**config.mk**
```make
export PLATFORM = sky130hd
export DESIGN_NAME = ira_top
export DESIGN_NICKNAME = d
export VERILOG_FILES = /design/src/core/ira_pkg.sv /design/src/core/ira_bank_if.sv /design/src/core/ira_bank.sv /design/src/core/ira_top.sv
export VERILOG_INCLUDE_DIRS = /design/src /design/src/core
export SDC_FILE = /design/constraint.sdc
export NUM_CORES = 2
export LEC_CHECK = 0
export BUFFER_PORTS_ARGS = -buffer_cell sky130_fd_sc_hd__clkbuf_2
export CAP_MARGIN = 20
export CELL_PAD_IN_SITES_DETAIL_PLACEMENT = 1
export CELL_PAD_IN_SITES_GLOBAL_PLACEMENT = 1
export CORE_ASPECT_RATIO = 1.75
export CORE_MARGIN = 5
export CORE_UTILIZATION = 52
export DETAILED_ROUTE_END_ITERATION = 10
export PLACE_DENSITY_LB_ADDON = 0.1
export REMOVE_ABC_BUFFERS = 1
export SLEW_MARGIN = 10
export SYNTH_ARGS = -nofsm -noshare
export SYNTH_HDL_FRONTEND = slang
export SYNTH_HIERARCHICAL = 1
export SYNTH_SLANG_ARGS = --single-unit
```
**constraint.sdc**
```tcl
create_clock -name clock -period 3.65 [get_ports clock]
set_clock_uncertainty 0.2 [all_clocks]
set_input_delay 0.365 -clock clock [delete_from_list [all_inputs] [get_ports clock]]
set_output_delay 0.365 -clock clock [all_outputs]
set_load 0.01 [all_outputs]
```
**src/core/ira_cfg.svh**
```systemverilog
// offsets, field positions, codes and reset values of the access port
`ifndef IRA_CFG_SVH
`define IRA_CFG_SVH
`define IRA_SEL_CMD_EXT 4'hb
`define IRA_SEL_ACCESS 4'hf
`define IRA_BIT_READ 31
`define IRA_TYPE_HI 30
`define IRA_TYPE_LO 27
`define IRA_INDEX_HI 26
`define IRA_INDEX_LO 24
`define IRA_DATA_HI 23
`define IRA_DATA_LO 16
`define IRA_T_RING_READY 4'h0
`define IRA_T_MEDIUM_RX 4'h1
`define IRA_T_HEADER 4'h2
`define IRA_T_RX_BUF 4'h3
`define IRA_T_WATERMARK 4'h4
`define IRA_T_LIMIT 4'h5
`define IRA_T_RING_PARAM 4'h6
`define IRA_T_PARAM_EXT 4'h7
`define IRA_T_PAGE 4'h8
`define IRA_T_DEST_READY 4'h9
`define IRA_T_PORT_CTRL 4'hb
`define IRA_T_RX_SPACE 4'hc
`define IRA_T_SIGNAL 4'hd
`define IRA_T_RING_STATE 4'he
`define IRA_T_MISC 4'hf
`define IRA_I_FAULT 3'h0
`define IRA_I_VERSION 3'h2
`define IRA_I_SOFT_RESET 3'h7
`define IRA_VERSION_VALUE 8'h5a
`define IRA_CMD_EXT_RESET 32'h0000_0000
`define IRA_REG_RESET 8'h00
`endif

```
**src/core/ira_pkg.sv**
```systemverilog
// types shared by the access port modules
package ira_pkg;
    typedef logic [3:0] ira_type_t;
    typedef logic [2:0] ira_index_t;
    typedef logic [7:0] ira_byte_t;
    typedef enum logic [1:0] {
        IRA_IDLE = 2'b00,
        IRA_ISSUE = 2'b01,
        IRA_WAIT = 2'b10
    } ira_state_t;
endpackage

```
**src/core/ira_bank_if.sv**
```systemverilog
// request and answer carrier between access port and register bank
`timescale 1ns/100ps
`default_nettype none
interface ira_bank_if;
    logic req;
    logic write;
    ira_pkg::ira_type_t rtype;
    ira_pkg::ira_index_t rindex;
    ira_pkg::ira_byte_t wdata;
    logic done;
    ira_pkg::ira_byte_t rdata;
    modport port (output req, output write, output rtype, output rindex,
        output wdata, input done, input rdata);
    modport bank (input req, input write, input rtype, input rindex,
        input wdata, output done, output rdata);
endinterface
`default_nettype wire

```
**src/core/ira_bank.sv**
```systemverilog
// eight-bit internal control register bank behind the access port
`timescale 1ns/100ps
`default_nettype none
`include "ira_cfg.svh"
module ira_bank (
    input wire logic clock,
    input wire logic reset_n,
    input wire logic [7:0] fault_status,
    ira_bank_if.bank bus,
    output logic [7:0] port_ctrl_a,
    output logic [7:0] port_ctrl_b,
    output logic soft_reset_pulse
);
    // ****************************************
    // decode
    // ****************************************
    function automatic logic mapped(input logic [3:0] t, input logic [2:0] i);
        case (t)
            `IRA_T_RING_READY: mapped = (i <= 3'h5);
            `IRA_T_MEDIUM_RX: mapped = (i <= 3'h1)
                || (i == 3'h4) || (i == 3'h5);
            `IRA_T_HEADER: mapped = (i == 3'h4);
            `IRA_T_RX_BUF: mapped = (i == 3'h4) || (i == 3'h5);
            `IRA_T_WATERMARK: mapped = 1'b1;
            `IRA_T_LIMIT: mapped = (i <= 3'h5);
            `IRA_T_RING_PARAM: mapped = 1'b1;
            `IRA_T_PARAM_EXT: mapped = 1'b1;
            `IRA_T_PAGE: mapped = (i >= 3'h6);
            `IRA_T_DEST_READY: mapped = (i <= 3'h3) || (i >= 3'h6);
            `IRA_T_PORT_CTRL: mapped = (i >= 3'h6);
            `IRA_T_RX_SPACE: mapped = (i == 3'h4) || (i == 3'h5);
            `IRA_T_SIGNAL: mapped = 1'b1;
            `IRA_T_RING_STATE: mapped = 1'b1;
            `IRA_T_MISC: mapped = (i == `IRA_I_FAULT) || (i == `IRA_I_VERSION)
                || (i == 3'h4) || (i == 3'h5) || (i == `IRA_I_SOFT_RESET);
            default: mapped = 1'b0;
        endcase
    endfunction

    logic [7:0] mem_reg [0:127];
    logic done_reg;
    logic done_next;
    logic [7:0] rdata_reg;
    logic [7:0] rdata_next;
    logic soft_reg;
    logic soft_next;
    logic wr_en;
    logic [6:0] addr;
    logic hit;
    logic is_misc;

    // ****************************************
    // access
    // ****************************************
    always_comb begin
        addr = {bus.rtype, bus.rindex};
        hit = mapped(bus.rtype, bus.rindex);
        is_misc = (bus.rtype == `IRA_T_MISC);
        wr_en = bus.req && bus.write && hit
            && !(is_misc && (bus.rindex == `IRA_I_FAULT
            || bus.rindex == `IRA_I_VERSION));
        done_next = bus.req;
        soft_next = bus.req && bus.write && is_misc
            && (bus.rindex == `IRA_I_SOFT_RESET);
        rdata_next = rdata_reg;
        if (bus.req && !bus.write) begin
            if (!hit) begin
                rdata_next = 8'h00;
            end else if (is_misc && bus.rindex == `IRA_I_FAULT) begin
                rdata_next = fault_status;
            end else if (is_misc && bus.rindex == `IRA_I_VERSION) begin
                rdata_next = `IRA_VERSION_VALUE;
            end else begin
                rdata_next = mem_reg[addr];
            end
        end
    end

    always_ff @(posedge clock or negedge reset_n) begin
        if (!reset_n) begin
            for (int k = 0; k < 128; k++) begin
                mem_reg[k] <= `IRA_REG_RESET;
            end
            done_reg <= 1'b0;
            rdata_reg <= 8'h00;
            soft_reg <= 1'b0;
        end else begin
            if (wr_en) begin
                mem_reg[addr] <= bus.wdata;
            end
            done_reg <= done_next;
            rdata_reg <= rdata_next;
            soft_reg <= soft_next;
        end
    end

    assign bus.done = done_reg;
    assign bus.rdata = rdata_reg;
    assign port_ctrl_a = mem_reg[{`IRA_T_PORT_CTRL, 3'h6}];
    assign port_ctrl_b = mem_reg[{`IRA_T_PORT_CTRL, 3'h7}];
    assign soft_reset_pulse = soft_reg;
endmodule
`default_nettype wire

```
**src/core/ira_top.sv**
```systemverilog
// two-port host access: command extension and indirect access registers
`timescale 1ns/100ps
`default_nettype none
`include "ira_cfg.svh"
module ira_top (
    input wire logic clock,
    input wire logic reset_n,
    input wire logic [1:0] host_write,
    input wire logic [1:0] host_read,
    input wire logic [1:0][3:0] direct_register_select,
    input wire logic [1:0][31:0] host_wdata,
    output logic [1:0][31:0] host_rdata,
    output logic [1:0] access_port_free_flag,
    input wire logic [7:0] fault_status,
    output logic [7:0] port_ctrl_a,
    output logic [7:0] port_ctrl_b,
    output logic soft_reset_pulse
);
    ira_bank_if bus ();

    logic [1:0][31:0] cmd_ext_reg;
    logic [1:0][31:0] cmd_ext_next;
    logic [1:0][31:0] access_reg;
    logic [1:0][31:0] access_next;
    logic [1:0] free_reg;
    logic [1:0] free_next;
    logic [1:0] pend_reg;
    logic [1:0] pend_next;
    logic [1:0][31:0] rdata_reg;
    logic [1:0][31:0] rdata_next;
    ira_pkg::ira_state_t state_reg;
    ira_pkg::ira_state_t state_next;
    logic owner_reg;
    logic owner_next;
    logic [7:0] pc_a_reg;
    logic [7:0] pc_b_reg;
    logic soft_reg;
    logic [7:0] pc_a_w;
    logic [7:0] pc_b_w;
    logic soft_w;

    // ****************************************
    // host registers and arbitration
    // ****************************************
    always_comb begin
        cmd_ext_next = cmd_ext_reg;
        access_next = access_reg;
        free_next = free_reg;
        pend_next = pend_reg;
        rdata_next = rdata_reg;
        state_next = state_reg;
        owner_next = owner_reg;
        for (int p = 0; p < 2; p++) begin
            if (host_write[p]
                && direct_register_select[p] == `IRA_SEL_CMD_EXT) begin
                cmd_ext_next[p] = host_wdata[p];
            end
            if (host_write[p] && direct_register_select[p] == `IRA_SEL_ACCESS
                && free_reg[p]) begin
                access_next[p] = {host_wdata[p][31:16], 16'h0000};
                free_next[p] = 1'b0;
                pend_next[p] = 1'b1;
            end
            if (host_read[p]) begin
                case (direct_register_select[p])
                    `IRA_SEL_CMD_EXT: rdata_next[p] = cmd_ext_reg[p];
                    `IRA_SEL_ACCESS: rdata_next[p] = access_reg[p];
                    default: rdata_next[p] = 32'h0000_0000;
                endcase
            end
        end
        case (state_reg)
            ira_pkg::IRA_IDLE: begin
                if (pend_reg != 2'b00) begin
                    owner_next = !pend_reg[0];
                    state_next = ira_pkg::IRA_ISSUE;
                end
            end
            ira_pkg::IRA_ISSUE: begin
                state_next = ira_pkg::IRA_WAIT;
            end
            ira_pkg::IRA_WAIT: begin
                if (bus.done) begin
                    if (access_reg[owner_reg][`IRA_BIT_READ]) begin
                        access_next[owner_reg][`IRA_DATA_HI:`IRA_DATA_LO] =
                            bus.rdata;
                    end
                    free_next[owner_reg] = 1'b1;
                    pend_next[owner_reg] = 1'b0;
                    state_next = ira_pkg::IRA_IDLE;
                end
            end
            default: state_next = ira_pkg::IRA_IDLE;
        endcase
    end

    always_ff @(posedge clock or negedge reset_n) begin
        if (!reset_n) begin
            cmd_ext_reg <= {2{`IRA_CMD_EXT_RESET}};
            access_reg <= '0;
            free_reg <= 2'b11;
            pend_reg <= 2'b00;
            rdata_reg <= '0;
            state_reg <= ira_pkg::IRA_IDLE;
            owner_reg <= 1'b0;
            pc_a_reg <= 8'h00;
            pc_b_reg <= 8'h00;
            soft_reg <= 1'b0;
        end else begin
            cmd_ext_reg <= cmd_ext_next;
            access_reg <= access_next;
            free_reg <= free_next;
            pend_reg <= pend_next;
            rdata_reg <= rdata_next;
            state_reg <= state_next;
            owner_reg <= owner_next;
            pc_a_reg <= pc_a_w;
            pc_b_reg <= pc_b_w;
            soft_reg <= soft_w;
        end
    end

    // ****************************************
    // bank request
    // ****************************************
    assign bus.req = (state_reg == ira_pkg::IRA_ISSUE);
    assign bus.write = !access_reg[owner_reg][`IRA_BIT_READ];
    assign bus.rtype = access_reg[owner_reg][`IRA_TYPE_HI:`IRA_TYPE_LO];
    assign bus.rindex = access_reg[owner_reg][`IRA_INDEX_HI:`IRA_INDEX_LO];
    assign bus.wdata = access_reg[owner_reg][`IRA_DATA_HI:`IRA_DATA_LO];

    ira_bank u_bank (
        .clock(clock),
        .reset_n(reset_n),
        .fault_status(fault_status),
        .bus(bus),
        .port_ctrl_a(pc_a_w),
        .port_ctrl_b(pc_b_w),
        .soft_reset_pulse(soft_w)
    );

    assign host_rdata = rdata_reg;
    assign access_port_free_flag = free_reg;
    assign port_ctrl_a = pc_a_reg;
    assign port_ctrl_b = pc_b_reg;
    assign soft_reset_pulse = soft_reg;
endmodule
`default_nettype wire

```
**Yosys cells after proc, flatten, opt, wreduce, memory -nomap -nowiden**

Index checks and enable logic that the tools add are counted.

- Input port bits: 86
- Output and inout bits: 83
- Register bits: 1250
- Logic and storage cells: 255

- Eq/ne operators: 26
- Reductions and logical operators: 38
- Muxes and demuxes: 35
- Bitwise gates (word level): 4
- Magnitude comparators: 8

Operators by type and width:

| operator | count |
|---|---|
| 1024-bit bitwise mux | 1 |
| 64-bit 2-to-1 mux | 3 |
| 32-bit 2-to-1 mux | 4 |
| 32-bit case mux with 2 select lines | 2 |
| 64-bit bitwise mux | 1 |
| 8-bit binary-select mux with 7-bit select | 1 |
| 8-bit demux with 7-bit select | 1 |
| 8-bit 2-to-1 mux | 6 |
| 4-bit equality test, second input constant | 11 |
| 32-bit demux with 1-bit select | 1 |
| 24-bit 2-to-1 mux | 1 |
| 1-bit logical AND | 17 |
| 4-bit by 3-bit equality test with 1-bit output, second input constant | 4 |
| 2-bit 2-to-1 mux | 6 |
| 3-bit equality test, second input constant | 3 |
| 4-bit by 2-bit equality test with 1-bit output, second input constant | 2 |
| 8-bit >= comparator, second input constant | 1 |
| 1-bit logical OR | 8 |
| 8-bit by 1-bit < comparator with 1-bit output, second input constant | 1 |
| 7-bit inverter with 8-bit output | 1 |
| 1-bit case mux with 8 select lines | 1 |
| 2-bit case mux with 3 select lines | 1 |
| 2-bit OR reduction | 3 |
| 1-bit 2-to-1 mux | 5 |
| other kinds (23) | 26 |

**Depth between registers and ports, before layout**

- Depth after elaboration: 10
- Gate-level depth with buffers: 15
- Mapped depth without buffers: 8

**Hierarchy**

The synthesis kept the hierarchy.

Modules (own cells, without submodules):

| module | sequential area each (sq um) | cells an instance | area each (sq um) | times used |
|---|---|---|---|---|
| ira_bank | 25874.8 | 3456 | 45008.2 | 1 |
| ira_top | 4606.9 | 613 | 7711.1 | 1 |

**Least setup slack after synthesis**

Ideal clock, no wire load.

- Kind: reg-to-reg
- Start point: register owner_reg
- End point: register u_bank/mem_reg[416] (netlist bit)
- Slack: 341 ps
- Arrival time: 2984 ps
- Library setup time: 125 ps
- Stages on the path, launching flop included: 15
- Period minus slack after synthesis: 3309 ps
- Data required time: 3325 ps
- Cell sequence: dfrtp_1 buf_2 buf_2 mux2_2 buf_2 and4bb_2 buf_6 a32oi_1 o211ai_1 o2111a_2 buf_6 and2_4 buf_12 nand2_8 mux2_4

- Elaborated cells between the ends (all ways): 52

RTL lines:

| what | line | source |
|---|---|---|
| start: declaration | ira_top.sv:33 | `logic owner_reg;` |
| start signal: assignment | ira_top.sv:116 | `owner_reg <= owner_next;` |
| 32-bit 2-to-1 mux (not written as such) * (2 in series) | ira_top.sv:130 | `` assign bus.wdata = access_reg[owner_reg][`IRA_DATA_HI:`IRA_DATA_LO]; `` |
| net bus.rtype[3] | ira_bank_if.sv:7 | `ira_pkg::ira_type_t rtype;` |
| 7-bit inverter with 8-bit output (not written as such) | ira_bank.sv:89 | `mem_reg[addr] <= bus.wdata;` |
| 8-bit >= comparator (not written as such) / 8-bit by 1-bit < comparator with 1-bit output (equally long branches) | ira_bank.sv:89 |  |
| 1-bit logical AND (not written as such) | ira_bank.sv:89 |  |
| 8-bit 2-to-1 mux (not written as such) | ira_bank.sv:89 |  |
| 8-bit demux with 7-bit select | ira_bank.sv:89 |  |
| 1024-bit bitwise mux | ira_bank.sv:89 |  |
| end signal: indexed assignment | ira_bank.sv:82 | `` mem_reg[k] <= `IRA_REG_RESET; `` |
| end signal: indexed assignment | ira_bank.sv:89 |  |
| end: declaration | ira_bank.sv:40 | `logic [7:0] mem_reg [0:127];` |

Mark *: on every way through the listed nets, which the timed path passes. The rest lies on a longest branch. The select of a mux whose other input is x is not followed.
A chain may end at the register's enable or synchronous reset.

**Worst setup path in the final report**

- Start point: register owner_reg
- End point: register u_bank.rdata_reg[7] (netlist: u_bank/bus.rdata[7])

- Cells in the longest elaborated chain, start to end: 9
- Elaborated cells between the ends (all ways): 49

Ends and longest elaborated chain:

| what | line | source |
|---|---|---|
| 32-bit 2-to-1 mux * (2 in series) | n/a |  |
| 7-bit inverter with 8-bit output (not written as such) (tied with other cells) | ira_bank.sv:74 | `rdata_next = mem_reg[addr];` |
| 8-bit binary-select mux with 7-bit select / 1-bit logical OR (equally long branches) | ira_bank.sv:74, ira_bank.sv:34 |  |
| 8-bit 2-to-1 mux (not written as such) / 1-bit logical OR (equally long branches) (2 in series) | ira_bank.sv:74, ira_bank.sv:34 |  |
| 8-bit 2-to-1 mux / 1-bit logical OR (equally long branches) | ira_bank.sv:71, ira_bank.sv:34 |  |
| 8-bit 2-to-1 mux / 1-bit case mux with 8 select lines (equally long branches) | ira_bank.sv:69, ira_bank.sv:18 |  |
| 8-bit 2-to-1 mux | ira_bank.sv:67 | `if (!hit) begin` |
| end signal: assignment | ira_bank.sv:92 | `rdata_reg <= rdata_next;` |
| end: declaration | ira_bank.sv:43 | `logic [7:0] rdata_reg;` |

Every way passes the cells marked *; elsewhere a longest branch is shown, timed or not. The select of a mux whose other input is x is not followed.

==> flow_summary.yaml <==
floorplan:
  coreArea_sq_um: 100800
  die_area_sq_um: 108100
  ios: 169
  initial_core_util: 0.5231
  die_h_um: 431.2
  die_w_um: 250.7
  rows: 154
route:
  vias: 33520
  drt-initial-drc-count: 2432
  drtAntennaViolNets: 0
  avgRoutedWirePerCell_um: 31.92
  wl_um: 172000
  drc_errors: 0
  vias_per_cell: 6.221
  dr.pass1.iters: 7
sta:
  fin_crit_sh: 1.018
  setup_viol: 1
  slew_headroom: 0.2343
  hold_violations: 0
  tightest_slew_ps: 1149
  timing.fmax_ghz: 0.2692
  maxSlewViolCount: 0
  period_needed_ps: 3714
  fin_ws_ps: -64.45
worst_setup_path:
  critPathArrivalTime_ps: 4140
  r2r_start: "owner_reg$_DFFE_PN0P_"
  endpoint_kind: "flop"
  rrSetupSlack_ps: -60
  ff2ff_path_depth: 12
  timing.rr.end: "u_bank/bus.rdata[7]$_DFFE_PN0P_"
  cp.required_ps: 4070
  setup.worst_path.start_class: "flop"
  critical_path_class: "flop to flop"
  cp_max_fo: 14
yosys:
  async_flop_share: 1.000
  synth_top_flop_cell: "dfrtp_1"
  synth_area_sq_um: 52720
  synth-edff-count: 0
  syn-instance-count: 4069
  yosysWarnings: 6
  avgSynthCellArea_sq_um: 12.96
  ys_seq_area_frac: 0.5782
  ys_ff_latch: 1218
  synth_cell_types: 87
final_layout:
  largest_reg_flops: 1008
  multi_input_area_sq_um: 19130
  layout_commonest_cell: "dfrtp_1"
  final_cell_mix: "1215 x dfrtp_1, 609 x mux2_2, 203 x buf_4"
  layout.nets: 4053
  drive_gt1_frac: 0.3894
  final-seq-area_sq_um: 30480
  syn_to_final_growth_pct: 13.26
  num-fill-cells: 9447
min_path:
  holdCritPathClass: "primary input to async pin"
power:
  leakagePower_nw: 29.03
  power_mw: 47.02
  ir_drop_mv: 0.7632
  power.density_nw_per_um2: 787.5
cts:
  cts_sinks: 1218
  cts_buffer_depth: 3
  h-tree-depth: 3
  cts_buffers: 112
  cts-root-buf: "clkbuf_16"
  path_clk_slew_ps: 70
  cts_tree: "done"
  clkLatencyLatePin_ps: 730
global_routing:
  grt_pass1_wl_um: 256900
  antenna_found_initial: 3
  grtUsageTotal: 0.3152
  grt_pass1_vias: 38120
  overflow: 0
  grt_max_degree: 127
run_status:
  outcome: "finished, violations left"
  violations: "negative setup slack"
run:
  maxCapViolations: 0
place:
  portBuffers: 168
  hpwl_um: 113900
  gp_congestion: 0.9351
  dp_slack_ps: -402.9
[where the power goes]
part / total (mW) / switching (mW) / internal, mW / leakage [nW]
registers: 15.7 / 0.983 / 14.7 / 16.7
logic: 19.0 / 12.7 / 6.32 / 10.4
clock network: 12.3 / 5.41 / 6.92 / 1.87
[per-stage QoR]
step	area, sq um	hold WS (ps)	util	std cells	TNS, ps
detailed placement	54870	162.3	0.5445	5094	-1490
finish	59710	16.08	0.5925	5388	-64.45
floorplan	49540	-130.6	-	3337	-2384320
global route	59700	15.82	0.5925	5386	-24.97
global placement	54870	137.6	0.5445	5094	-1285
CTS	59590	36.07	0.5913	5383	0
[final cells by class]
type | count | share of cell area
diodes | 2 | 0.00008382
clock buffers | 148 | 0.05258
clock inverters | 59 | 0.01146
inverters | 42 | 0.002640
multi-input cells | 2078 | 0.3204
flip-flops and latches | 1218 | 0.5105
well taps | 1326 | 0.02779
repair buffers | 515 | 0.07458
[worst max-delay path, stage by stage, from the launching register on]
cell and delay, ps:
dfrtp_2 450, buf_4 180, mux2_4 430, nor2_2 180, buf_4 440, a22oi_1 170, o21ai_0 490, o22ai_2 200
a211oi_1 230, buf_4 170, a311oi_1 50, buf_4 160, o31ai_1 240
[synthesized netlist by cell type, drive strengths merged (5+ instances only)]
library cell	number	area [sq um]
a2111oi	5	43.79
a211oi	16	120.1
a21oi	130	650.6
a221o	21	210.2
a221oi	106	928.4
a222oi	6	60.06
a22o	11	96.34
a22oi	165	1239
a31oi	25	156.4
and2	10	70.07
and3	6	37.54
buf	165	1047
clkbuf	567	2128
dfrtp	1216	30430
inv	40	150.1
mux2	821	9951
mux2i	76	760.7
mux4	25	563.0
nand2	124	830.8
nand2b	7	43.79
nand3	72	435.4
nand4	24	168.9
nor2	105	436.7
nor2b	12	77.58
nor3	30	177.7
nor3b	8	65.06
o211ai	22	165.2
o21a	7	52.55
o21ai	144	720.7
o221ai	17	148.9
o22ai	11	68.82
o2bb2ai	8	70.07
o31ai	5	37.54
or2	6	37.54
[worst max-delay path by stage]
stage / slack (ps) / to / from
2_1_floorplan: -4440 / u_bank/mem_reg[16]$_DFFE_PN0P_ / owner_reg$_DFFE_PN0P_
3_3_place_gp: -430 / u_bank/bus.rdata[6]$_DFFE_PN0P_ / owner_reg$_DFFE_PN0P_
3_5_place_dp: -400 / u_bank/bus.rdata[6]$_DFFE_PN0P_ / owner_reg$_DFFE_PN0P_
4_1_cts: 2 / u_bank/mem_reg[438]$_DFFE_PN0P_ / owner_reg$_DFFE_PN0P_
5_1_grt: -20 / u_bank/bus.rdata[6]$_DFFE_PN0P_ / owner_reg$_DFFE_PN0P_
6_report: -60 / u_bank/bus.rdata[7]$_DFFE_PN0P_ / owner_reg$_DFFE_PN0P_
[cells by family after synthesis]
logic type	after synthesis	share of synthesized area
muxes	922	0.2139
buffers and inverters	774	0.06323
and+or+nand+nor	424	0.04858
DFF	1218	0.5782
AOI/OAI and AO/OA	731	0.09614
[layer usage]
layer  vias to the layer above  routed length [um]  share of wire  GRT usage
li1                      14090                   -              -          -
met1                     17780               64570           0.38     0.3780
met2                      1193               87100           0.51     0.5461
met3                       457                8771          0.051    0.04829
met4                         0               11540          0.067     0.1724
met5                         -                   0              0          0
[timing repair]
item,4_1_cts,5_1_grt
pin swaps,2,3
hold endpoints to repair,442,4
setup endpoints to repair,28,183
cloned,1,0
buffers inserted,2,0
resized for setup,20,18
hold buffers,79,1
(Power assumes the default switching activity.)
